`config.mk`:
```
export PLATFORM = sky130hd
export DESIGN_NAME = lsx_issue_ctrl
export DESIGN_NICKNAME = d
export VERILOG_FILES = /design/src/lsx_pkg.sv /design/src/lsx_legal_chk.sv /design/src/lsx_issue_ctrl.sv
export SDC_FILE = /design/constraint.sdc
export NUM_CORES = 1
export LEC_CHECK = 0
export BUFFER_PORTS_ARGS = -buffer_cell sky130_fd_sc_hd__buf_2
export CAP_MARGIN = 20
export CORE_MARGIN = 2
export CORE_UTILIZATION = 42
export DETAILED_ROUTE_END_ITERATION = 8
export HOLD_SLACK_MARGIN = 0.03
export PLACE_DENSITY = 0.86
export SYNTH_ARGS = -nofsm -noshare
export SYNTH_HDL_FRONTEND = slang
export SYNTH_SLANG_ARGS = --single-unit
```
`constraint.sdc`:
```
create_clock -name i_sys_clk -period 7.8 [get_ports i_sys_clk]
set_input_delay 0.39 -clock i_sys_clk [delete_from_list [all_inputs] [get_ports i_sys_clk]]
set_output_delay 0.39 -clock i_sys_clk [all_outputs]
set_load 0.02 [all_outputs]
```
`src/lsx_pkg.sv`:
```
// Package of opcodes, limits and encodings for the load/store issue controller
package lsx_pkg;

  // --------------------------------------------------------------------
  // Operation codes sent to the load/store unit
  // --------------------------------------------------------------------
  typedef enum logic [3:0] {
    LSX_OP_ADDR_GEN       = 4'h0,
    LSX_OP_LOAD_WORD      = 4'h1,
    LSX_OP_LOAD_BYTE_U    = 4'h2,
    LSX_OP_LOAD_HALF_U    = 4'h3,
    LSX_OP_LOAD_BYTE_S    = 4'h4,
    LSX_OP_LOAD_HALF_S    = 4'h5,
    LSX_OP_STORE_WORD     = 4'h6,
    LSX_OP_STORE_BYTE     = 4'h7,
    LSX_OP_STORE_HALF     = 4'h8,
    LSX_OP_LOAD_LITERAL   = 4'h9,
    LSX_OP_LOAD_MULTIPLE  = 4'ha,
    LSX_OP_STORE_MULTIPLE = 4'hb,
    LSX_OP_PUSH           = 4'hc,
    LSX_OP_POP            = 4'hd
  } lsx_op_e;

  // --------------------------------------------------------------------
  // Refusal reasons
  // --------------------------------------------------------------------
  typedef enum logic [2:0] {
    LSX_ERR_NONE      = 3'h0,
    LSX_ERR_RANGE     = 3'h1,
    LSX_ERR_ALIGN     = 3'h2,
    LSX_ERR_LIST      = 3'h3,
    LSX_ERR_WRITEBACK = 3'h4,
    LSX_ERR_BASE_POS  = 3'h5,
    LSX_ERR_INTERWORK = 3'h6
  } lsx_err_e;

  // --------------------------------------------------------------------
  // Offset limits and address constants
  // --------------------------------------------------------------------
  localparam logic [9:0] LSX_PC_REL_MAX = 10'h3fc;    // 1020 bytes
  localparam logic [9:0] LSX_SP_WORD_MAX = 10'h3fc;   // 1020 bytes
  localparam logic [9:0] LSX_LOW_WORD_MAX = 10'h07c;  // 124 bytes
  localparam logic [9:0] LSX_HALF_MAX = 10'h03e;      // 62 bytes
  localparam logic [9:0] LSX_BYTE_MAX = 10'h01f;      // 31 bytes
  localparam logic [31:0] LSX_PC_AHEAD = 32'h0000_0004;
  localparam int LSX_LIST_W = 9;                       // R0-R7 plus LR/PC slot
  localparam int LSX_EXTRA_BIT = 8;                    // LR for push, PC for pop

endpackage

```
`src/lsx_legal_chk.sv`:
```
// Combinational legality check of one memory access request
`timescale 1ns/100ps
module lsx_legal_chk
  import lsx_pkg::*;
(
  input wire lsx_op_e i_op,
  input wire logic i_reg_offset,
  input wire logic i_use_sp,
  input wire logic [9:0] i_imm,
  input wire logic [31:0] i_base_val,
  input wire logic [31:0] i_off_val,
  input wire logic [31:0] i_pc_val,
  input wire logic [2:0] i_base_reg,
  input wire logic [8:0] i_reglist,
  input wire logic i_writeback,
  input wire logic i_interwork,
  output lsx_err_e o_err
);

  logic [31:0] addr;
  logic [7:0] low_mask;
  logic base_in_list;
  logic base_is_lowest;

  // --------------------------------------------------------------------
  // Effective address, as the unit will form it
  // --------------------------------------------------------------------
  always_comb begin
    addr = i_base_val + {22'h0, i_imm};  // Omitted immediate arrives as zero
    if (i_reg_offset) begin
      addr = i_base_val + i_off_val;
    end
    if (i_op == LSX_OP_ADDR_GEN || i_op == LSX_OP_LOAD_LITERAL) begin
      addr = i_pc_val + LSX_PC_AHEAD + {22'h0, i_imm};
    end
  end

  // Registers below the base in the list; empty means base is first
  assign low_mask = (8'h01 << i_base_reg) - 8'h01;
  assign base_in_list = i_reglist[i_base_reg];
  assign base_is_lowest = (i_reglist[7:0] & low_mask) == 8'h00;

  // --------------------------------------------------------------------
  // Checks, first failing one reported
  // --------------------------------------------------------------------
  always_comb begin
    o_err = LSX_ERR_NONE;
    unique case (i_op)
      LSX_OP_ADDR_GEN, LSX_OP_LOAD_LITERAL: begin
        if (i_imm > LSX_PC_REL_MAX) begin
          o_err = LSX_ERR_RANGE;
        end else if (i_imm[1:0] != 2'b00) begin
          o_err = LSX_ERR_ALIGN;
        end else if (i_op == LSX_OP_ADDR_GEN && i_interwork && !addr[0]) begin
          o_err = LSX_ERR_INTERWORK;
        end
      end
      LSX_OP_LOAD_WORD, LSX_OP_STORE_WORD: begin
        if (!i_reg_offset && (i_imm[1:0] != 2'b00 ||
            i_imm > (i_use_sp ? LSX_SP_WORD_MAX : LSX_LOW_WORD_MAX))) begin
          o_err = LSX_ERR_RANGE;
        end else if (addr[1:0] != 2'b00) begin
          o_err = LSX_ERR_ALIGN;
        end
      end
      LSX_OP_LOAD_HALF_U, LSX_OP_LOAD_HALF_S, LSX_OP_STORE_HALF: begin
        if (!i_reg_offset && (i_imm[0] || i_imm > LSX_HALF_MAX || i_use_sp)) begin
          o_err = LSX_ERR_RANGE;
        end else if (addr[0]) begin
          o_err = LSX_ERR_ALIGN;
        end
      end
      LSX_OP_LOAD_BYTE_U, LSX_OP_LOAD_BYTE_S, LSX_OP_STORE_BYTE: begin
        // Byte accesses never misalign
        if (!i_reg_offset && (i_imm > LSX_BYTE_MAX || i_use_sp)) begin
          o_err = LSX_ERR_RANGE;
        end
      end
      LSX_OP_LOAD_MULTIPLE, LSX_OP_STORE_MULTIPLE: begin
        if (i_reglist[7:0] == 8'h00 || i_reglist[LSX_EXTRA_BIT]) begin
          o_err = LSX_ERR_LIST;
        end else if (i_base_val[1:0] != 2'b00) begin
          o_err = LSX_ERR_ALIGN;
        end else if (i_writeback == (i_op == LSX_OP_LOAD_MULTIPLE && base_in_list)) begin
          o_err = LSX_ERR_WRITEBACK;
        end else if (i_op == LSX_OP_STORE_MULTIPLE && base_in_list && !base_is_lowest) begin
          o_err = LSX_ERR_BASE_POS;
        end
      end
      LSX_OP_PUSH, LSX_OP_POP: begin
        if (i_reglist == 9'h000) begin
          o_err = LSX_ERR_LIST;
        end else if (i_base_val[1:0] != 2'b00) begin
          o_err = LSX_ERR_ALIGN;
        end
      end
      default: begin
        o_err = LSX_ERR_RANGE;  // Unused opcode codes
      end
    endcase
  end

endmodule

```
`src/lsx_issue_ctrl.sv`:
```
// Issue controller that feeds checked memory access requests to the load/store unit
//
// Overview of operation
// - Address generation targets word-aligned location within 1020 bytes.
// - Word offsets multiple of four, up to 1020 with stack, 124 otherwise.
// - Halfword offsets even up to 62; byte offsets 0 to 31.
// - Single access address must be multiple of transfer size.
// - Literal load reads word-aligned word within 1020 bytes of program counter.
// - Writeback always, except load multiple containing base, where it is forbidden.
// - Store multiple containing base must list base first.
// - Pop into program counter branches; loaded bit 0 must be one.
// - Push and pop lists non-empty, low registers plus link or program counter.
// - Address meant as interworking branch target must have bit 0 set.
`timescale 1ns/100ps
module lsx_issue_ctrl
  import lsx_pkg::*;
(
  input wire logic i_sys_clk,
  input wire logic i_rst_n,
  // User request side
  input wire logic i_req_valid,
  output logic o_req_ready,
  input wire lsx_op_e i_req_op,
  input wire logic i_req_reg_offset,
  input wire logic i_req_use_sp,
  input wire logic [2:0] i_req_transfer_reg,
  input wire logic [2:0] i_req_base_reg,
  input wire logic [2:0] i_req_offset_reg,
  input wire logic [9:0] i_req_imm,
  input wire logic [8:0] i_req_reglist,
  input wire logic i_req_writeback,
  input wire logic i_req_interwork,
  input wire logic [31:0] i_req_base_val,
  input wire logic [31:0] i_req_off_val,
  input wire logic [31:0] i_req_pc_val,
  output logic o_rsp_done,
  output logic o_rsp_reject,
  output lsx_err_e o_rsp_err,
  output logic o_rsp_fault,
  output logic o_rsp_branch_bad,
  // Load/store unit side
  output logic o_issue_valid,
  input wire logic i_issue_ready,
  output lsx_op_e o_issue_op,
  output logic o_issue_reg_offset,
  output logic o_issue_use_sp,
  output logic [2:0] o_issue_transfer_reg,
  output logic [2:0] o_issue_base_reg,
  output logic [2:0] o_issue_offset_reg,
  output logic [9:0] o_issue_imm,
  output logic [8:0] o_issue_reglist,
  output logic o_issue_writeback,
  input wire logic i_unit_done,
  input wire logic i_unit_fault,
  input wire logic i_unit_pc_loaded,
  input wire logic [31:0] i_unit_pc_val
);

  typedef enum logic [1:0] {
    LSX_ST_IDLE  = 2'b00,
    LSX_ST_CHECK = 2'b01,
    LSX_ST_ISSUE = 2'b10,
    LSX_ST_WAIT  = 2'b11
  } lsx_state_e;

  lsx_state_e state_reg;
  lsx_err_e chk_err;
  logic [31:0] base_val_reg;
  logic [31:0] off_val_reg;
  logic [31:0] pc_val_reg;
  logic interwork_reg;

  // --------------------------------------------------------------------
  // Legality check on the captured request
  // --------------------------------------------------------------------
  lsx_legal_chk u_chk (
    .i_op(o_issue_op),
    .i_reg_offset(o_issue_reg_offset),
    .i_use_sp(o_issue_use_sp),
    .i_imm(o_issue_imm),
    .i_base_val(base_val_reg),
    .i_off_val(off_val_reg),
    .i_pc_val(pc_val_reg),
    .i_base_reg(o_issue_base_reg),
    .i_reglist(o_issue_reglist),
    .i_writeback(o_issue_writeback),
    .i_interwork(interwork_reg),
    .o_err(chk_err)
  );

  // Handshakes straight from state
  assign o_req_ready = (state_reg == LSX_ST_IDLE);
  assign o_issue_valid = (state_reg == LSX_ST_ISSUE);

  // --------------------------------------------------------------------
  // Condition flags
  // --------------------------------------------------------------------
  // No flag port at all, so no access can disturb the flags

  // --------------------------------------------------------------------
  // Sequencer: capture, check, issue, wait for completion
  // --------------------------------------------------------------------
  always_ff @(posedge i_sys_clk) begin
    if (!i_rst_n) begin
      state_reg <= LSX_ST_IDLE;
    end else begin
      unique case (state_reg)
        LSX_ST_IDLE: begin
          if (i_req_valid) begin
            state_reg <= LSX_ST_CHECK;
          end
        end
        LSX_ST_CHECK: begin
          // Illegal requests never reach the unit
          // Misaligned accesses are stopped here, except literal loads, whose program counter alignment is never checked
          state_reg <= (chk_err == LSX_ERR_NONE) ? LSX_ST_ISSUE : LSX_ST_IDLE;
        end
        LSX_ST_ISSUE: begin
          // One request outstanding; fields held until the unit accepts
          if (i_issue_ready) begin
            state_reg <= LSX_ST_WAIT;
          end
        end
        LSX_ST_WAIT: begin
          // Multiple transfers finish once after all word accesses
          if (i_unit_done) begin
            state_reg <= LSX_ST_IDLE;
          end
        end
      endcase
    end
  end

  // --------------------------------------------------------------------
  // Request capture; held stable while the unit owns the request
  // --------------------------------------------------------------------
  // Opcode carries size and extension to the unit
  // List and writeback pass whole; unit steps words upward
  // Push and pop direction follows the opcode alone
  always_ff @(posedge i_sys_clk) begin
    if (!i_rst_n) begin
      o_issue_op <= LSX_OP_ADDR_GEN;
      o_issue_reg_offset <= 1'b0;
      o_issue_use_sp <= 1'b0;
      o_issue_transfer_reg <= 3'h0;
      o_issue_base_reg <= 3'h0;
      o_issue_offset_reg <= 3'h0;
      o_issue_imm <= 10'h000;
      o_issue_reglist <= 9'h000;
      o_issue_writeback <= 1'b0;
      interwork_reg <= 1'b0;
      base_val_reg <= 32'h0000_0000;
      off_val_reg <= 32'h0000_0000;
      pc_val_reg <= 32'h0000_0000;
    end else if (o_req_ready && i_req_valid) begin
      o_issue_op <= i_req_op;
      o_issue_reg_offset <= i_req_reg_offset;
      o_issue_use_sp <= i_req_use_sp;
      o_issue_transfer_reg <= i_req_transfer_reg;
      o_issue_base_reg <= i_req_base_reg;
      o_issue_offset_reg <= i_req_offset_reg;
      o_issue_imm <= i_req_imm;
      o_issue_reglist <= i_req_reglist;
      o_issue_writeback <= i_req_writeback;
      interwork_reg <= i_req_interwork;
      base_val_reg <= i_req_base_val;
      off_val_reg <= i_req_off_val;
      pc_val_reg <= i_req_pc_val;
    end
  end

  // --------------------------------------------------------------------
  // Reject pulse and its reason
  // --------------------------------------------------------------------
  always_ff @(posedge i_sys_clk) begin
    if (!i_rst_n) begin
      o_rsp_reject <= 1'b0;
      o_rsp_err <= LSX_ERR_NONE;
    end else begin
      o_rsp_reject <= (state_reg == LSX_ST_CHECK) && (chk_err != LSX_ERR_NONE);
      if (state_reg == LSX_ST_CHECK) begin
        o_rsp_err <= chk_err;  // Reason kept until next check
      end
    end
  end

  // --------------------------------------------------------------------
  // Completion pulse, fault and bad branch state
  // --------------------------------------------------------------------
  always_ff @(posedge i_sys_clk) begin
    if (!i_rst_n) begin
      o_rsp_done <= 1'b0;
      o_rsp_fault <= 1'b0;
      o_rsp_branch_bad <= 1'b0;
    end else begin
      o_rsp_done <= (state_reg == LSX_ST_WAIT) && i_unit_done;
      if ((state_reg == LSX_ST_WAIT) && i_unit_done) begin
        // Fault reported by the unit with its completion
        o_rsp_fault <= i_unit_fault;
        // Popped program counter must carry bit 0 set
        o_rsp_branch_bad <= (o_issue_op == LSX_OP_POP) && o_issue_reglist[LSX_EXTRA_BIT]
                            && i_unit_pc_loaded && !i_unit_pc_val[0];
      end
    end
  end

endmodule

```
# Word level (Yosys, flattened, before mapping)
# Index checks and enable logic that the tools add are counted.
# op_classes
addsub	5
mul	0
n_div	0
magnitude_cmp	5
eq_ne	20
shift	1
muxes	25
bitwise_logic	1
n_reduce_logical	41
# ops
cell	count
$mux 3	10
$eq 4x4->1 const B	6
$mux 2	9
$pmux 3 s6	1
$eq 4x3->1 const B	4
$logic_not 8->1	2
$logic_and 1x1->1	14
$gt 10x10->1	1
$gt 10x10->1 const B	1
$gt 10x5->1 const B	1
$gt 10x6->1 const B	1
$mux 10	1
$logic_not 9->1	1
$and 8x8->8	1
$eq 4x2->1 const B	2
$pmux 2 s4	1
$reduce_or 2->1	4
$shl 1x3->8 const A	1
$sub 8x1->8 const B	1
$add 2x2->2	3
$logic_or 1x1->1	6
$reduce_bool 2->1	3
$reduce_or 3->1	2
$lt 3x5->1 const B	1
15 further kinds	21
# word_totals
regBits	51
latchBits	0
mem_bits_rw	0
rom_bits	0
in_bits	171
output_inout_bits	44
elab_cells	117
mem_count	0

# Logic depth before layout (Yosys ltp)
# depth
depth_word	14
depth_mapped	12

# Modules after synthesis
# From an unflattened synthesis, not the netlist that was laid out.
# hier_totals
hier_cells	735
hier_area_um2	6080.8
# by_module_without_submodules
module	n_inst	cells_each	area_per_inst_um2
lsx_issue_ctrl	1	612	5275.1
lsx_legal_chk	1	123	805.8

# Worst setup path after synthesis
# Ideal clock, no wire load.
# synth_path
kind	reg-to-reg
startpoint	register o_issue_base_reg[2]
endpoint	register o_rsp_reject
setup_time_ps	116
t_arrival_ps	2475
required_time_ps	7684
setup_slack_ps	5209
path_stages_with_launch	12
n_path_buf	2
synth_period_minus_slack_ps	2591
path_cell_list	dfxtp_1 buf_6 buf_2 or3_1 ha_1 nand2_1 nor3_1 nor3_1 a31oi_1 a2111oi_1 nand2_1 o211a_1
# synth_via
elab_chain_len	13
# synth_lines
element	line_no	rtl
from (decl)	lsx_issue_ctrl.sv:48	output logic [2:0] o_issue_base_reg,
from (signal assigned)	lsx_issue_ctrl.sv:160	o_issue_base_reg <= i_req_base_reg;
$shl 1x3->8	lsx_legal_chk.sv:39	assign low_mask = (8'h01 << i_base_reg) - 8'h01;
$sub 8x1->8	lsx_legal_chk.sv:39	
$and 8x8->8	lsx_legal_chk.sv:41	assign base_is_lowest = (i_reglist[7:0] & low_mask) == 8'h00;
$logic_not 8->1	lsx_legal_chk.sv:41	
$logic_not 1->1	lsx_legal_chk.sv:86	end else if (i_op == LSX_OP_STORE_MULTIPLE && base_in_list && !base_is_lowest) begin
$logic_and 1x1->1	lsx_legal_chk.sv:86	
$mux 3	lsx_legal_chk.sv:86	
$mux 3 (*)	lsx_legal_chk.sv:84	end else if (i_writeback == (i_op == LSX_OP_LOAD_MULTIPLE && base_in_list)) begin
$mux 3 (*)	lsx_legal_chk.sv:82	end else if (i_base_val[1:0] != 2'b00) begin
$mux 3 (*)	lsx_legal_chk.sv:80	if (i_reglist[7:0] == 8'h00 || i_reglist[LSX_EXTRA_BIT]) begin
$pmux 3 s6 (*)	lsx_legal_chk.sv:48	unique case (i_op)
$reduce_bool 3->1 (*)	lsx_issue_ctrl.sv:180	o_rsp_reject <= (state_reg == LSX_ST_CHECK) && (chk_err != LSX_ERR_NONE);
$logic_and 1x1->1 (*)	lsx_issue_ctrl.sv:180	
to (signal assigned)	lsx_issue_ctrl.sv:180	
to (decl)	lsx_issue_ctrl.sv:37	output logic o_rsp_reject,
# Every way passes the cells marked *; elsewhere a longest branch is shown, timed or not. The select of a mux whose other input is x is not followed.
# A chain may end at the register's enable or synchronous reset.

# Worst setup path in the final report
# Same ends and word-level chain as after synthesis.

==> impl_results.md <==
* Worst setup skew after layout at 0.0118 ns
* Number of ports placed on the die boundary at 215
* Max H-tree Level at 2
* Final core area utilization at 53.3%
* Routed via count divided by cell count at 5.39
* Via count of the first global-routing pass at 2568
* # port buffers at 92
* Net switching fraction of the power at 33.4%
* Residual DRC count at 0
* Die area at 0.00688 mm²
* Final worst-path setup slack at 4.99 ns
* First-pass iteration count of the detailed router at 4
* Registers with the most flip-flops: o_issue_imm (10), o_issue_reglist (9), o_issue_op (4)
* Kind of end point of the critical path: register
* Initial cell density of the core at 43.7%
* CP max-delay cell: sky130_fd_sc_hd__a2111oi_1
* Design Power at 0.657 mW
* Clock-pin transition on the worst setup and hold timing paths at 0.10 ns
* Worst slew pin tran at 0.730 ns
* Clock tree from TritonCTS: built
* Chip Height at 83.0 µm
* Total number of vias at 2640
* Element type at the critical path start: register
* Part of the Yosys area used for sequential elements at 38.2%
* Setup Crit Path Kind: reg -> reg
* Total global-route track usage at 21.2%
* Number of max-cap violations at 0
* Antenna fix cells at 0
* Commonest cells in the synthesized netlist: sky130_fd_sc_hd__nand2_1, sky130_fd_sc_hd__dfxtp_1, sky130_fd_sc_hd__a21boi_0
* Total clock sinks at 50
* Overflow left after global routing at 0
* Internal power component at 0.438 mW
* Power per unit of standard cell area at 206 mW/mm²
* Layout Cells excl Fill at 490
* Number of distinct library cells after synthesis at 39
* Max Buffers Root-to-Sink at 2
* Post-Place Cells at 482
* IR Drop Worst-Case VDD at 0.134 mV
* Post-Syn Nets at 515
* Placeable core area at 0.00599 mm²
* Worst endpoint data arrival time at 3.02 ns
* Number of hold buffers added after CTS at 0
* Fillers at 590
* Row count at 28
* CTS root buffer: sky130_fd_sc_hd__clkbuf_8
* Unrepaired setup endpoints after global routing: false
* Area occupied by registers at 0.00100 mm²
* Final Wtd Congestion at 0.909
* Worst slack at placement at 5.03 ns
* Maximum number of pins on one net before global-route repair at 52
* Power share of the clock group at 27.7%
* Top cell type by total area after synthesis: sky130_fd_sc_hd__dfxtp_1
* Average wire per standard cell at 14.6 µm
* Count of nets left with antenna violations after detail routing at 0
* Switching Power at 0.220 mW
* Cell area reported after detailed placement at 0.00308 mm²
* RR Startpoint: o_issue_base_reg[2]
* Overall die width at 83.0 µm
* Post-CTS setup buffers at 0
* Worst path bufs/invs at 0
* Largest Register: o_issue_imm
* Mean cell area of the mapped netlist at 7.75 µm²
* Commonest register cell after synthesis: sky130_fd_sc_hd__dfxtp_1
* Routed Wire Length at 7170 µm
* Flip-flop and latch count after synthesis at 50
* Area share of the largest cell type after synthesis at 38.2%
* Most frequent cell after synthesis: sky130_fd_sc_hd__nand2_1
* Cell leakage power at 1.41 nW
* Worst relative slew slack at 51.3%
* Top post-synthesis cells by area: sky130_fd_sc_hd__dfxtp_1, sky130_fd_sc_hd__nand2_1, sky130_fd_sc_hd__a21boi_0, sky130_fd_sc_hd__clkbuf_1, sky130_fd_sc_hd__mux2i_1
* Total CTS buffers at 5
* Power share of the sequential group at 47.0%
* Biggest cell delay along the critical path at 0.53 ns
* Initial antenna violation count at 0
* Layout overhead on the synthesized area at 21.9%
* Clock insertion delay at the later pin of the skew report at 0.31 ns
* Hold_ws at 0.319 ns
* Mapped Cells at 338
* CTS resizes at 0
* Area of combinational cells with multiple inputs at 0.00150 mm²
* Post-synthesis async set-or-reset flop share at 0%
* Largest fanout on the critical path at 15
* Fraction of layout instances using a drive strength above 1 at 25.1%
* Count of nets after finishing at 591
* Pins over their slew limit at 0
* Number of hold violations in the final report at 0
* CP required at 8.01 ns
* First-pass GRT wire length at 12100 µm
* Number of flip-flops in the largest register at 10
* Initial detailed-routing violation count at 201
* Logic pwr share at 25.3%
* Tcrit/Tclk final at 36.0%
* F_max at 356 MHz
* Min cycle time layout at 2.81 ns
* Top Family by Delay on Critical Path: simple AND/OR/NAND/NOR gates
* Synth warn at 0
* Post-route cell area at 0.00319 mm²
* EDFF count, synth at 0
* Critical Path Start: o_issue_base_reg[2]
* Path class of the lowest-slack min-delay path: in -> reg
* Chain of cells forming the critical path: or3_1 > ha_1 > nand2_1 > nor3_1 > nor3_1 > a31oi_1 > a2111oi_1 > nand2_1 > o211a_1
* Post-synthesis instance area at 0.00262 mm²
* Run status: finished, final reports clean
* Estimated wirelength of the detail-placed design at 5210 µm
* Number of failing setup endpoints in the final timing report at 0
* Hold path startpoint: i_req_reg_offset
* Post-route setup TNS at 0 ns
## kinds of logic (layout without fill, tap and decap cells)
| kind of cell | Yosys count | in the layout | synth area share, % |
|---|---|---|---|
| buf+inv | 30 | 107 | 4.68 |
| xor+xnor | 4 | 4 | 1.34 |
| fa+ha+maj | 6 | 6 | 2.87 |
| simple gates | 157 | 157 | 27.3 |
| flops | 50 | 50 | 38.2 |
| mux | 9 | 9 | 3.92 |
| compound gates | 82 | 82 | 21.7 |
## tightest hold or removal path: stages
cell and delay [ns]:
sky130_fd_sc_hd__buf_2 0.10, sky130_fd_sc_hd__nand2_1 0.04, sky130_fd_sc_hd__a21boi_0 0.06
## power groups by stage
stage / combinational, mW / clock (mW) / sequential (mW)
floorplan: 0.102 / 0 / 0.321
global placement: 0.161 / 0 / 0.312
detailed placement: 0.166 / 0 / 0.314
CTS: 0.167 / 0.185 / 0.308
global route: 0.186 / 0.199 / 0.314
finish: 0.166 / 0.182 / 0.309
## worst paths after layout
kind / depth (start not counted) / to / slack (ns)
worst max-delay path: 9 / o_rsp_reject / 4.99
worst min-delay path: 3 / o_issue_reg_offset / 0.32
worst max register to register: 9 / o_rsp_reject / 4.99
worst min register to register: 2 / off_val_reg[0] / 0.47
## area by class of cell
type                       instances  area share, %
inverter                           5          0.588
multi-input combinational        258           46.8
sequential                        50           31.3
clock buffer                       5           2.16
clock inverter                     3           1.25
tap                               75           2.94
timing repair buffer              94           14.9
## layer usage
| layer | vias up | wire length (µm) | track usage (%) |
|---|---|---|---|
| met5 | - | 0 | 0 |
| met4 | 0 | 42 | 4.77 |
| met3 | 7 | 731 | 9.05 |
| met2 | 100 | 3380 | 35.3 |
| met1 | 1218 | 3010 | 25.5 |
| li1 | 1315 | - | - |
## layout by cell type (no fill, tap or decap), types with 4 or more instances in the layout
| master | instances |
|---|---|
| sky130_fd_sc_hd__nor2_1 | 11 |
| sky130_fd_sc_hd__a21boi_0 | 42 |
| sky130_fd_sc_hd__nand2_1 | 97 |
| sky130_fd_sc_hd__inv_1 | 5 |
| sky130_fd_sc_hd__dfxtp_1 | 50 |
| sky130_fd_sc_hd__buf_2 | 92 |
| sky130_fd_sc_hd__o21ai_0 | 14 |
| sky130_fd_sc_hd__nor2b_1 | 10 |
| sky130_fd_sc_hd__nor3_1 | 7 |
| sky130_fd_sc_hd__mux2i_1 | 8 |
| sky130_fd_sc_hd__a21oi_1 | 8 |
| sky130_fd_sc_hd__ha_1 | 6 |
| sky130_fd_sc_hd__nand4_1 | 7 |
| sky130_fd_sc_hd__clkbuf_8 | 5 |
| sky130_fd_sc_hd__nand3_1 | 4 |
Power figures use the tool's default switching activity.
